`config.mk`:
```
export PLATFORM = sky130hd
export DESIGN_NAME = tsq_sequencer
export DESIGN_NICKNAME = d
export VERILOG_FILES = /design/src/tsq_pkg.sv /design/src/tsq_sequencer.sv
export VERILOG_INCLUDE_DIRS = /design/src
export SDC_FILE = /design/constraint.sdc
export NUM_CORES = 1
export LEC_CHECK = 0
export ABC_AREA = 0
export BUFFER_PORTS_ARGS = -buffer_cell sky130_fd_sc_hd__buf_4
export CAP_MARGIN = 0
export CORE_MARGIN = 3
export CORE_UTILIZATION = 35
export DETAILED_ROUTE_END_ITERATION = 6
export GPL_TIMING_DRIVEN = 0
export PLACE_DENSITY = 0.61
export SETUP_SLACK_MARGIN = 0.5
export SYNTH_ARGS = -nofsm -noshare
export SYNTH_HDL_FRONTEND = slang
export SYNTH_SLANG_ARGS = --single-unit
```
`constraint.sdc`:
```
create_clock -name aclk -period 9.4 [get_ports aclk]
set_clock_uncertainty 0.1 [all_clocks]
set_input_delay 1.41 -clock aclk [delete_from_list [all_inputs] [get_ports aclk]]
set_output_delay 1.41 -clock aclk [all_outputs]
set_load 0.02 [all_outputs]
```
`src/tsq_regs.svh`:
```
// register offsets, field positions, reset values and response codes for the
// touch converter sequencer; assumes 32-bit word-aligned AXI4-Lite access
// What this block does
// - two read-only mirrors of active entry words
// - wait settle_cycles converter ticks before converting
// - pos_input_select field picks converter positive input
// - neg_input_select: 0 reference mux, 1 ground
// - pos_ref_select picks positive reference source
// - low word bits 13:2 drive bias switches
// - neg_ref_select picks negative reference source
// - sixteen-entry result queue, value plus entry tag
// - full queue holds off further queue writes
// - reading results pops the oldest entry
// - result word: value 15:6, tag 3:0
// - interrupt output is status AND enable
// - enables: global bit 6, sources bits 4:0
// - clock_divider_select divides by two to the power
// - modes 00/11 power off, force brownout status
// - mode 01 standby: wake, convert, return, clear brownout
// - mode 10 always running, clears brownout
// - bit 5 switches reference buffer on
// - sequence runs sequence_length plus one conversions
// - power mode gates clock, bandgap, converter; idle gates clock and standby converter
// - full queue keeps measuring and flags overrun
`ifndef TSQ_REGS_SVH
`define TSQ_REGS_SVH

`define TSQ_OFS_HIGH      8'h00
`define TSQ_OFS_LOW       8'h04
`define TSQ_OFS_RESULT    8'h08
`define TSQ_OFS_IRQ_EN    8'h0c
`define TSQ_OFS_POWER     8'h10

`define TSQ_IRQ_EN_MASK   32'h0000_005f
`define TSQ_POWER_MASK    32'h0000_07ef
`define TSQ_IRQ_EN_RESET  32'h0000_0000
`define TSQ_POWER_RESET   32'h0000_0000

`define TSQ_IE_GLOBAL     6
`define TSQ_PC_DIV_HI     10
`define TSQ_PC_DIV_LO     8
`define TSQ_PC_MODE_HI    7
`define TSQ_PC_MODE_LO    6
`define TSQ_PC_REF_BUF    5
`define TSQ_PC_LEN_HI     3

`define TSQ_RESP_OKAY     2'b00
`define TSQ_RESP_SLVERR   2'b10

`endif

```
`src/tsq_pkg.sv`:
```
// types shared by the touch converter sequencer
// assumes tsq_regs.svh carries the numeric constants
package tsq_pkg;

    // control-bank high word, bits 15:0
    typedef struct packed {
        logic [8:0] settle_cycles;
        logic [3:0] pos_input_select;
        logic       neg_input_select;
        logic [1:0] pos_ref_select;
    } tsq_high_t;

    // control-bank low word, bits 13:0
    typedef struct packed {
        logic [11:0] bias_switch_field;
        logic [1:0]  neg_ref_select;
    } tsq_low_t;

    // one queued result
    typedef struct packed {
        logic [9:0] conversion_value;
        logic [3:0] entry_tag;
    } tsq_result_t;

    typedef enum logic [1:0] {
        TSQ_MODE_OFF0    = 2'b00,
        TSQ_MODE_STANDBY = 2'b01,
        TSQ_MODE_RUN     = 2'b10,
        TSQ_MODE_OFF3    = 2'b11
    } tsq_mode_t;

    typedef enum {
        TSQ_IDLE,
        TSQ_LOAD,
        TSQ_SETTLE,
        TSQ_CONVERT,
        TSQ_STORE
    } tsq_state_t;

endpackage

```
`src/tsq_sequencer.sv`:
```
// touch converter sequencer with AXI4-Lite register slave
// assumes the control bank answers bank_index in the same cycle and the
// converter pulses conv_done with conv_result after a conv_start pulse
//
// Local design decision: the AXI4-Lite register port.
`timescale 1ns/1ps
`include "tsq_regs.svh"

module tsq_sequencer
    import tsq_pkg::*;
#(
    parameter int FIFO_DEPTH = 16
)(
    input  wire logic        aclk,
    input  wire logic        aresetn,
    input  wire logic        clk_en,
    input  wire logic [7:0]  s_axi_awaddr,
    input  wire logic        s_axi_awvalid,
    output logic             s_axi_awready,
    input  wire logic [31:0] s_axi_wdata,
    input  wire logic [3:0]  s_axi_wstrb,
    input  wire logic        s_axi_wvalid,
    output logic             s_axi_wready,
    output logic [1:0]       s_axi_bresp,
    output logic             s_axi_bvalid,
    input  wire logic        s_axi_bready,
    input  wire logic [7:0]  s_axi_araddr,
    input  wire logic        s_axi_arvalid,
    output logic             s_axi_arready,
    output logic [31:0]      s_axi_rdata,
    output logic [1:0]       s_axi_rresp,
    output logic             s_axi_rvalid,
    input  wire logic        s_axi_rready,
    input  wire logic        start_sequence_bit,
    input  wire logic        pen_detect,
    input  wire logic        brownout_cmp,
    input  wire logic [3:0]  watermark_level,
    output logic [3:0]       bank_index,
    input  wire tsq_high_t   bank_high,
    input  wire tsq_low_t    bank_low,
    output logic             conv_start,
    input  wire logic        conv_done,
    input  wire logic [9:0]  conv_result,
    output tsq_high_t        active_high,
    output tsq_low_t         active_low,
    output logic             converter_clock,
    output logic             bandgap_on,
    output logic             converter_on,
    output logic             ref_buffer_enable,
    output logic             brownout_status,
    output logic [4:0]       irq_lines
);

    initial
    begin
        if (FIFO_DEPTH != 16)
            $error("result queue depth must be 16");
    end

    // ----------------------------------------------------------------
    // registers and state
    // ----------------------------------------------------------------
    logic [31:0]        interrupt_enables;
    logic [31:0]        power_configuration;
    tsq_state_t         state;
    logic [8:0]         settle_left;
    logic [6:0]         div_cnt;
    logic               tick;
    tsq_result_t        fifo_mem [FIFO_DEPTH];
    logic [3:0]         wr_ptr;
    logic [3:0]         rd_ptr;
    logic [4:0]         fifo_count;
    logic               eos_status;
    logic               overrun_status;
    logic               aw_held;
    logic               w_held;
    logic [7:0]         aw_addr;
    logic [31:0]        w_data;
    logic [3:0]         w_strb;

    wire tsq_mode_t mode = tsq_mode_t'(power_configuration[`TSQ_PC_MODE_HI:`TSQ_PC_MODE_LO]);
    wire logic [2:0] div_sel = power_configuration[`TSQ_PC_DIV_HI:`TSQ_PC_DIV_LO];
    wire logic [3:0] seq_len = power_configuration[`TSQ_PC_LEN_HI:0];
    wire logic powered = (mode == TSQ_MODE_STANDBY) || (mode == TSQ_MODE_RUN);
    wire logic busy = (state != TSQ_IDLE);
    wire logic fifo_full = (fifo_count == 5'(FIFO_DEPTH));
    wire logic do_store = (state == TSQ_STORE);
    wire logic push = do_store && !fifo_full;
    wire logic ar_take = s_axi_arvalid && s_axi_arready;
    wire logic pop = ar_take && (s_axi_araddr == `TSQ_OFS_RESULT) && (fifo_count != 5'h0);
    wire logic start_req = powered && (start_sequence_bit || pen_detect);
    wire logic wr_fire = aw_held && w_held && !s_axi_bvalid;
    wire logic [31:0] strb_mask = {{8{w_strb[3]}}, {8{w_strb[2]}},
                                   {8{w_strb[1]}}, {8{w_strb[0]}}};

    // ----------------------------------------------------------------
    // converter clock divider
    // ----------------------------------------------------------------
    // tick every 2^div_sel cycles of aclk
    always_ff @(posedge aclk)
    begin
        if (!aresetn)
        begin
            div_cnt <= 7'h00;
            tick    <= 1'b0;
        end
        else if (clk_en)
        begin
            div_cnt <= div_cnt + 7'h01;
            tick    <= ((div_cnt & 7'((8'h01 << div_sel) - 8'h01))
                        == 7'((8'h01 << div_sel) - 8'h01));
        end
    end

    // ----------------------------------------------------------------
    // control bank sequencer
    // ----------------------------------------------------------------
    // fetch, settle, convert, store, advance through the entries
    always_ff @(posedge aclk)
    begin
        if (!aresetn)
        begin
            state       <= TSQ_IDLE;
            bank_index  <= 4'h0;
            settle_left <= 9'h000;
            conv_start  <= 1'b0;
            active_high <= '0;
            active_low  <= '0;
        end
        else if (clk_en)
        begin
            conv_start <= 1'b0;
            case (state)
                TSQ_IDLE:
                begin
                    if (start_req)
                    begin
                        bank_index <= 4'h0;
                        state      <= TSQ_LOAD;
                    end
                end
                TSQ_LOAD:
                begin
                    active_high <= bank_high;
                    active_low  <= bank_low;
                    settle_left <= bank_high.settle_cycles;
                    state       <= TSQ_SETTLE;
                end
                TSQ_SETTLE:
                begin
                    if (!powered)
                        state <= TSQ_IDLE;
                    else if (settle_left == 9'h000)
                    begin
                        conv_start <= 1'b1;
                        state      <= TSQ_CONVERT;
                    end
                    else if (tick)
                        settle_left <= settle_left - 9'h001;
                end
                TSQ_CONVERT:
                begin
                    if (!powered)
                        state <= TSQ_IDLE;
                    else if (conv_done)
                        state <= TSQ_STORE;
                end
                TSQ_STORE:
                begin
                    if (bank_index == seq_len)
                        state <= TSQ_IDLE;
                    else
                    begin
                        bank_index <= bank_index + 4'h1;
                        state      <= TSQ_LOAD;
                    end
                end
                default:
                    state <= TSQ_IDLE;
            endcase
        end
    end

    // ----------------------------------------------------------------
    // result queue
    // ----------------------------------------------------------------
    // store the value and tag; drop the result when full
    logic [9:0] last_result;

    always_ff @(posedge aclk)
    begin
        if (!aresetn)
            last_result <= 10'h000;
        else if (clk_en && state == TSQ_CONVERT && conv_done)
            last_result <= conv_result;
    end

    always_ff @(posedge aclk)
    begin
        if (clk_en && push)
            fifo_mem[wr_ptr] <= '{conversion_value: last_result, entry_tag: bank_index};
    end

    always_ff @(posedge aclk)
    begin
        if (!aresetn)
        begin
            wr_ptr     <= 4'h0;
            rd_ptr     <= 4'h0;
            fifo_count <= 5'h00;
        end
        else if (clk_en)
        begin
            if (push)
                wr_ptr <= wr_ptr + 4'h1;
            if (pop)
                rd_ptr <= rd_ptr + 4'h1;
            fifo_count <= fifo_count + 5'(push) - 5'(pop);
        end
    end

    // ----------------------------------------------------------------
    // status and interrupt outputs
    // ----------------------------------------------------------------
    // sequence end and overrun are sticky until the next start
    always_ff @(posedge aclk)
    begin
        if (!aresetn)
        begin
            eos_status     <= 1'b0;
            overrun_status <= 1'b0;
        end
        else if (clk_en)
        begin
            if (do_store && bank_index == seq_len)
                eos_status <= 1'b1;
            else if (state == TSQ_IDLE && start_req)
                eos_status <= 1'b0;
            if (do_store && fifo_full)
                overrun_status <= 1'b1;
            else if (state == TSQ_IDLE && start_req)
                overrun_status <= 1'b0;
        end
    end

    // brownout status, power gates and masked interrupt lines
    wire logic [4:0] raw_status = {brownout_status, pen_detect, eos_status,
                                   fifo_count > {1'b0, watermark_level}, overrun_status};

    always_ff @(posedge aclk)
    begin
        if (!aresetn)
        begin
            brownout_status   <= 1'b1;
            converter_clock   <= 1'b0;
            bandgap_on        <= 1'b0;
            converter_on      <= 1'b0;
            ref_buffer_enable <= 1'b0;
            irq_lines         <= 5'h00;
        end
        else if (clk_en)
        begin
            brownout_status   <= powered ? brownout_cmp : 1'b1;
            converter_clock   <= powered && busy && tick;
            bandgap_on        <= powered;
            converter_on      <= (mode == TSQ_MODE_RUN) || (powered && busy);
            ref_buffer_enable <= power_configuration[`TSQ_PC_REF_BUF];
            irq_lines         <= raw_status & interrupt_enables[4:0]
                                 & {5{interrupt_enables[`TSQ_IE_GLOBAL]}};
        end
    end

    // ----------------------------------------------------------------
    // AXI4-Lite write channel
    // ----------------------------------------------------------------
    // address and data accepted in either order, answered together
    assign s_axi_awready = !aw_held;
    assign s_axi_wready  = !w_held;

    always_ff @(posedge aclk)
    begin
        if (!aresetn)
        begin
            aw_held             <= 1'b0;
            w_held              <= 1'b0;
            aw_addr             <= 8'h00;
            w_data              <= 32'h0000_0000;
            w_strb              <= 4'h0;
            s_axi_bvalid        <= 1'b0;
            s_axi_bresp         <= `TSQ_RESP_OKAY;
            interrupt_enables   <= `TSQ_IRQ_EN_RESET;
            power_configuration <= `TSQ_POWER_RESET;
        end
        else if (clk_en)
        begin
            if (s_axi_awvalid && !aw_held)
            begin
                aw_held <= 1'b1;
                aw_addr <= s_axi_awaddr;
            end
            if (s_axi_wvalid && !w_held)
            begin
                w_held <= 1'b1;
                w_data <= s_axi_wdata;
                w_strb <= s_axi_wstrb;
            end
            if (wr_fire)
            begin
                aw_held      <= 1'b0;
                w_held       <= 1'b0;
                s_axi_bvalid <= 1'b1;
                s_axi_bresp  <= `TSQ_RESP_OKAY;
                if (aw_addr == `TSQ_OFS_IRQ_EN)
                    interrupt_enables <= ((interrupt_enables & ~strb_mask)
                        | (w_data & strb_mask)) & `TSQ_IRQ_EN_MASK;
                else if (aw_addr == `TSQ_OFS_POWER)
                    power_configuration <= ((power_configuration & ~strb_mask)
                        | (w_data & strb_mask)) & `TSQ_POWER_MASK;
                else if (aw_addr != `TSQ_OFS_HIGH && aw_addr != `TSQ_OFS_LOW
                         && aw_addr != `TSQ_OFS_RESULT)
                    s_axi_bresp <= `TSQ_RESP_SLVERR;
            end
            else if (s_axi_bvalid && s_axi_bready)
                s_axi_bvalid <= 1'b0;
        end
    end

    // ----------------------------------------------------------------
    // AXI4-Lite read channel
    // ----------------------------------------------------------------
    // one read in flight; the result register pops on acceptance
    assign s_axi_arready = !s_axi_rvalid;

    always_ff @(posedge aclk)
    begin
        if (!aresetn)
        begin
            s_axi_rvalid <= 1'b0;
            s_axi_rdata  <= 32'h0000_0000;
            s_axi_rresp  <= `TSQ_RESP_OKAY;
        end
        else if (clk_en)
        begin
            if (ar_take)
            begin
                s_axi_rvalid <= 1'b1;
                s_axi_rresp  <= `TSQ_RESP_OKAY;
                case (s_axi_araddr)
                    `TSQ_OFS_HIGH:   s_axi_rdata <= {16'h0000, active_high};
                    `TSQ_OFS_LOW:    s_axi_rdata <= {18'h00000, active_low};
                    `TSQ_OFS_RESULT: s_axi_rdata <= (fifo_count == 5'h00) ? 32'h0000_0000
                        : {16'h0000, fifo_mem[rd_ptr].conversion_value, 2'b00,
                           fifo_mem[rd_ptr].entry_tag};
                    `TSQ_OFS_IRQ_EN: s_axi_rdata <= interrupt_enables;
                    `TSQ_OFS_POWER:  s_axi_rdata <= power_configuration;
                    default:
                    begin
                        s_axi_rdata <= 32'h0000_0000;
                        s_axi_rresp <= `TSQ_RESP_SLVERR;
                    end
                endcase
            end
            else if (s_axi_rvalid && s_axi_rready)
                s_axi_rvalid <= 1'b0;
        end
    end
endmodule

```
==> qor.tcl <==
set qor(total_iterations_of_the_first_detailed_routing_run) 6
set qor(timing_max_transition_violations_final) 0
set qor(grt_start_max_net_pins) 22
set qor(synth_largest_type_area_fraction_pct) 43.0
set qor(share_of_flip_flops_with_an_asynchronous_set_or_reset_after_synthesis_pct) 0
set qor(tightest_slew_ns) 1.05
set qor(timing.hold.worst.class) {flip-flop to flip-flop}
set qor(timing.critical_path.from) {s_axi_araddr[5]}
set qor(io_buffers) 152
set qor(grt_antenna_before_repair) 1
set qor(fmax_ghz) 0.250
set qor(synth.top_cells.by_count) {sky130_fd_sc_hd__edfxtp_1, sky130_fd_sc_hd__dfxtp_1, sky130_fd_sc_hd__nand2_1}
set qor(vias) 10693
set qor(unrepaired_setup_endpoints_after_global_routing) {false}
set qor(htreeDepth) 2
set qor(synth_enable_flop_cells) 224
set qor(design_power_total_mw) 3.43
set qor(synthToLayoutAreaGrowth_pct) 21.9
set qor(finalSetupTns_ns) 0
set qor(rr_startpoint) {fifo_count[3]}
set qor(clock_pin_slew_worst_setup_and_hold_paths_ns) 0.06
set qor(ff2ff_setup_slack_ns) 5.95
set qor(finalCoreUtilization_pct) 43.7
set qor(synth.yosys.seq_area_share_pct) 62.6
set qor(cp_num_cells) 15
set qor(cp_cell_sequence) {buf_4, or4_1, buf_2, nor3_2, nand3_1, nor3b_1, ha_1, inv_1, ha_1, fa_1, a21oi_1, o21bai_1, xnor2_1, nand2_1, mux2i_1}
set qor(die_w_um) 217
set qor(critical_path.endpoint) {fifo_count[4]}
set qor(ys.flop_type) {sky130_fd_sc_hd__edfxtp_1}
set qor(syn_area_per_cell_um2) 12.7
set qor(drt_total_wl_um) 43100
set qor(ir_drop_mv) 0.107
set qor(worst_skew_pair.late_latency_ns) 0.55
set qor(tritoncts.num_buffers) 40
set qor(clock_tree.root_cell) {sky130_fd_sc_hd__clkbuf_16}
set qor(worst_slack_ns) 5.40
set qor(slew_headroom_pct) 30.0
set qor(gr-total-overflow) 0
set qor(design_area_mm2) 0.0191
set qor(worstSetupPathType) {input port to flip-flop}
set qor(tritoncts_clock_tree) {built}
set qor(finalNetCount) 1584
set qor(cts_setup_buffers) 0
set qor(place_area_mm2) 0.0178
set qor(detail_route.drc_violations) 0
set qor(path_common_cell) {sky130_fd_sc_hd__ha_1}
set qor(maxCapViolCount) 0
set qor(report.final.setup_viol) 0
set qor(place_ws_ns) 4.92
set qor(critical_path.n_buffers_inverters) 3
set qor(cellLeakagePower_nw) 6.56
set qor(route.antenna.remaining_nets) 0
set qor(track_usage_pct) 17.9
set qor(yosys.cell_count.top_type) {sky130_fd_sc_hd__edfxtp_1}
set qor(top_level_ports) 194
set qor(syn-cell-area_mm2) 0.0156
set qor(cpLargestDelayFamily) {simple AND/OR/NAND/NOR gates}
set qor(cts.path.max_buffers) 3
set qor(routability_congestion_estimate_from_global_placement) 0.905
set qor(synthDominantAreaCellType) {sky130_fd_sc_hd__edfxtp_1}
set qor(first_global_vias) 10438
set qor(yosysUniqueCellTypes) 68
set qor(drtIter0Drc) 945
set qor(crit_path_start_kind) {input port}
set qor(die_y_um) 217
set qor(count_of_state_elements_after_synthesis) 377
set qor(grt_first_pass_wirelength_um) 64400
set qor(viasPerCell) 5.17
set qor(ctsResizeCount) 0
set qor(cpMaxStageDelayCell) {sky130_fd_sc_hd__or4_1}
set qor(r2r_cells) 15
set qor(critPathMaxStageDelay_ns) 0.49
set qor(critical_path.endpoint_type) {flip-flop}
set qor(cts.sink_count) 377
set qor(postCtsHoldBufs) 0
set qor(finalWorstPathRequiredPeriod_ns) 4.00
set qor(critPathArrivalTime_ns) 4.32
set qor(worst-endpoint-required_ns) 9.72
set qor(floorplan.rows) 76
set qor(power_density_mw_per_mm2) 180
set qor(hold_viol) 0
set qor(fp.dieArea_mm2) 0.0473
set qor(start_util_pct) 35.8
set qor(run_status) {finished clean}
set qor(timing.final.crit_share_pct) 42.5
set qor(synth_cells) 1229
set qor(synthesis.yosys.warnings) 0
set qor(place.detailed.hpwl_um) 31000
set qor(reg2reg_to) {fifo_count[4]}
set qor(synthTopCellsByArea) {sky130_fd_sc_hd__edfxtp_1, sky130_fd_sc_hd__dfxtp_1, sky130_fd_sc_hd__mux4_2, sky130_fd_sc_hd__mux2i_1, sky130_fd_sc_hd__nand2_1}
set qor(core_box_area_mm2) 0.0436
set qor(wire_per_inst_um) 20.8
set qor(share_of_layout_cells_above_drive_strength_1_pct) 23.6
set qor(critical_path_peak_fanout) 10
==> how the worst min path moves through the flow <==
stage                from          to  depth (start not counted)
2_1_floorplan  eos_status  eos_status                          2
3_3_place_gp   w_data[10]  w_data[10]                          2
3_5_place_dp   w_data[10]  w_data[10]                          2
4_1_cts        w_data[10]  w_data[10]                          2
5_1_grt        w_data[10]  w_data[10]                          2
6_report        w_data[4]   w_data[4]                          2
==> kinds of logic after synthesis <==
group	share of synthesized area (%)
flops	62.6
simple gates	10.7
compound gates	7.44
buf+inv	3.31
fa+ha+maj	1.81
mux	13.1
xor+xnor	1.06
other cells	0.0240
==> metrics by stage <==
step | std cells | hold slack [ns]
after global routing | 2067 | 0.373
after global placement | 1983 | 0.346
after CTS | 2067 | 0.355
after floorplan | 1246 | 0.325
after detailed placement | 1997 | 0.347
final | 2068 | 0.356
==> power breakdown <==
group / internal, mW / total (mW) / switching (mW)
sequential: 1.74 / 1.76 / 0.0122
combinational: 0.0614 / 0.147 / 0.0852
clock: 0.901 / 1.53 / 0.632
total: 2.71 / 3.43 / 0.730
==> registers in the layout (all words and copies together) (netlist names), 4 cells and up, named ones only <==
name / flops
s_axi_rdata: 16
active_low: 14
settle_left: 9
fifo_count: 5
bank_index: 4
irq_lines: 5
rd_ptr: 4
last_result: 10
div_cnt: 7
w_data: 11
fifo_mem: 224
wr_ptr: 4
active_high: 16
aw_addr: 8
==> worst min-delay path, delay by kind of cell (launching register included) <==
family          cells  cell delay (ns)
compound gates      1             0.05
flops               1             0.31
simple gates        1             0.05
==> layer usage <==
metal / GRT usage, % / vias to the layer above / wire length [um]
met5: 0 / - / 0
met4: 5.72 / 0 / 1300
met3: 4.28 / 70 / 3260
met2: 27.9 / 375 / 19800
met1: 24.9 / 5297 / 18700
li1: - / 4951 / -
==> placed cells by master (no fill, tap or decap), drive strengths merged, types with 5 or more instances in the layout <==
cell type  Yosys  layout
a21oi         98      98
a22oi          9       9
and3           5       5
buf           43     209
clkbuf        45      95
clkinv         0      16
conb           1      18
dfxtp        153     153
edfxtp       224     224
ha            21      21
inv           24      25
mux2          14      14
mux2i         74      74
mux4          51      51
nand2        148     148
nand2b        17      17
nand3         15      15
nand4         12      12
nor2         103     103
nor2b          7       7
nor3          25      25
o21ai         35      35
o22ai          5       5
o2bb2ai        5       5
or3            9       9
xnor2          9       9
xor2          10      10
==> layout make-up <==
| cell class | instances | area (um^2) |
|---|---|---|
| sequential | 377 | 9790 |
| clock inverter | 20 | 169 |
| inverter | 24 | 90.1 |
| fill | 4003 | 24600 |
| buffer | 88 | 428 |
| clock buffer | 50 | 1090 |
| tap | 585 | 732 |
| antenna | 1 | 2.50 |
| multi-input combinational | 757 | 5450 |
| timing repair buffer | 166 | 1320 |
Note: power is estimated with default switching activity, not from simulation.
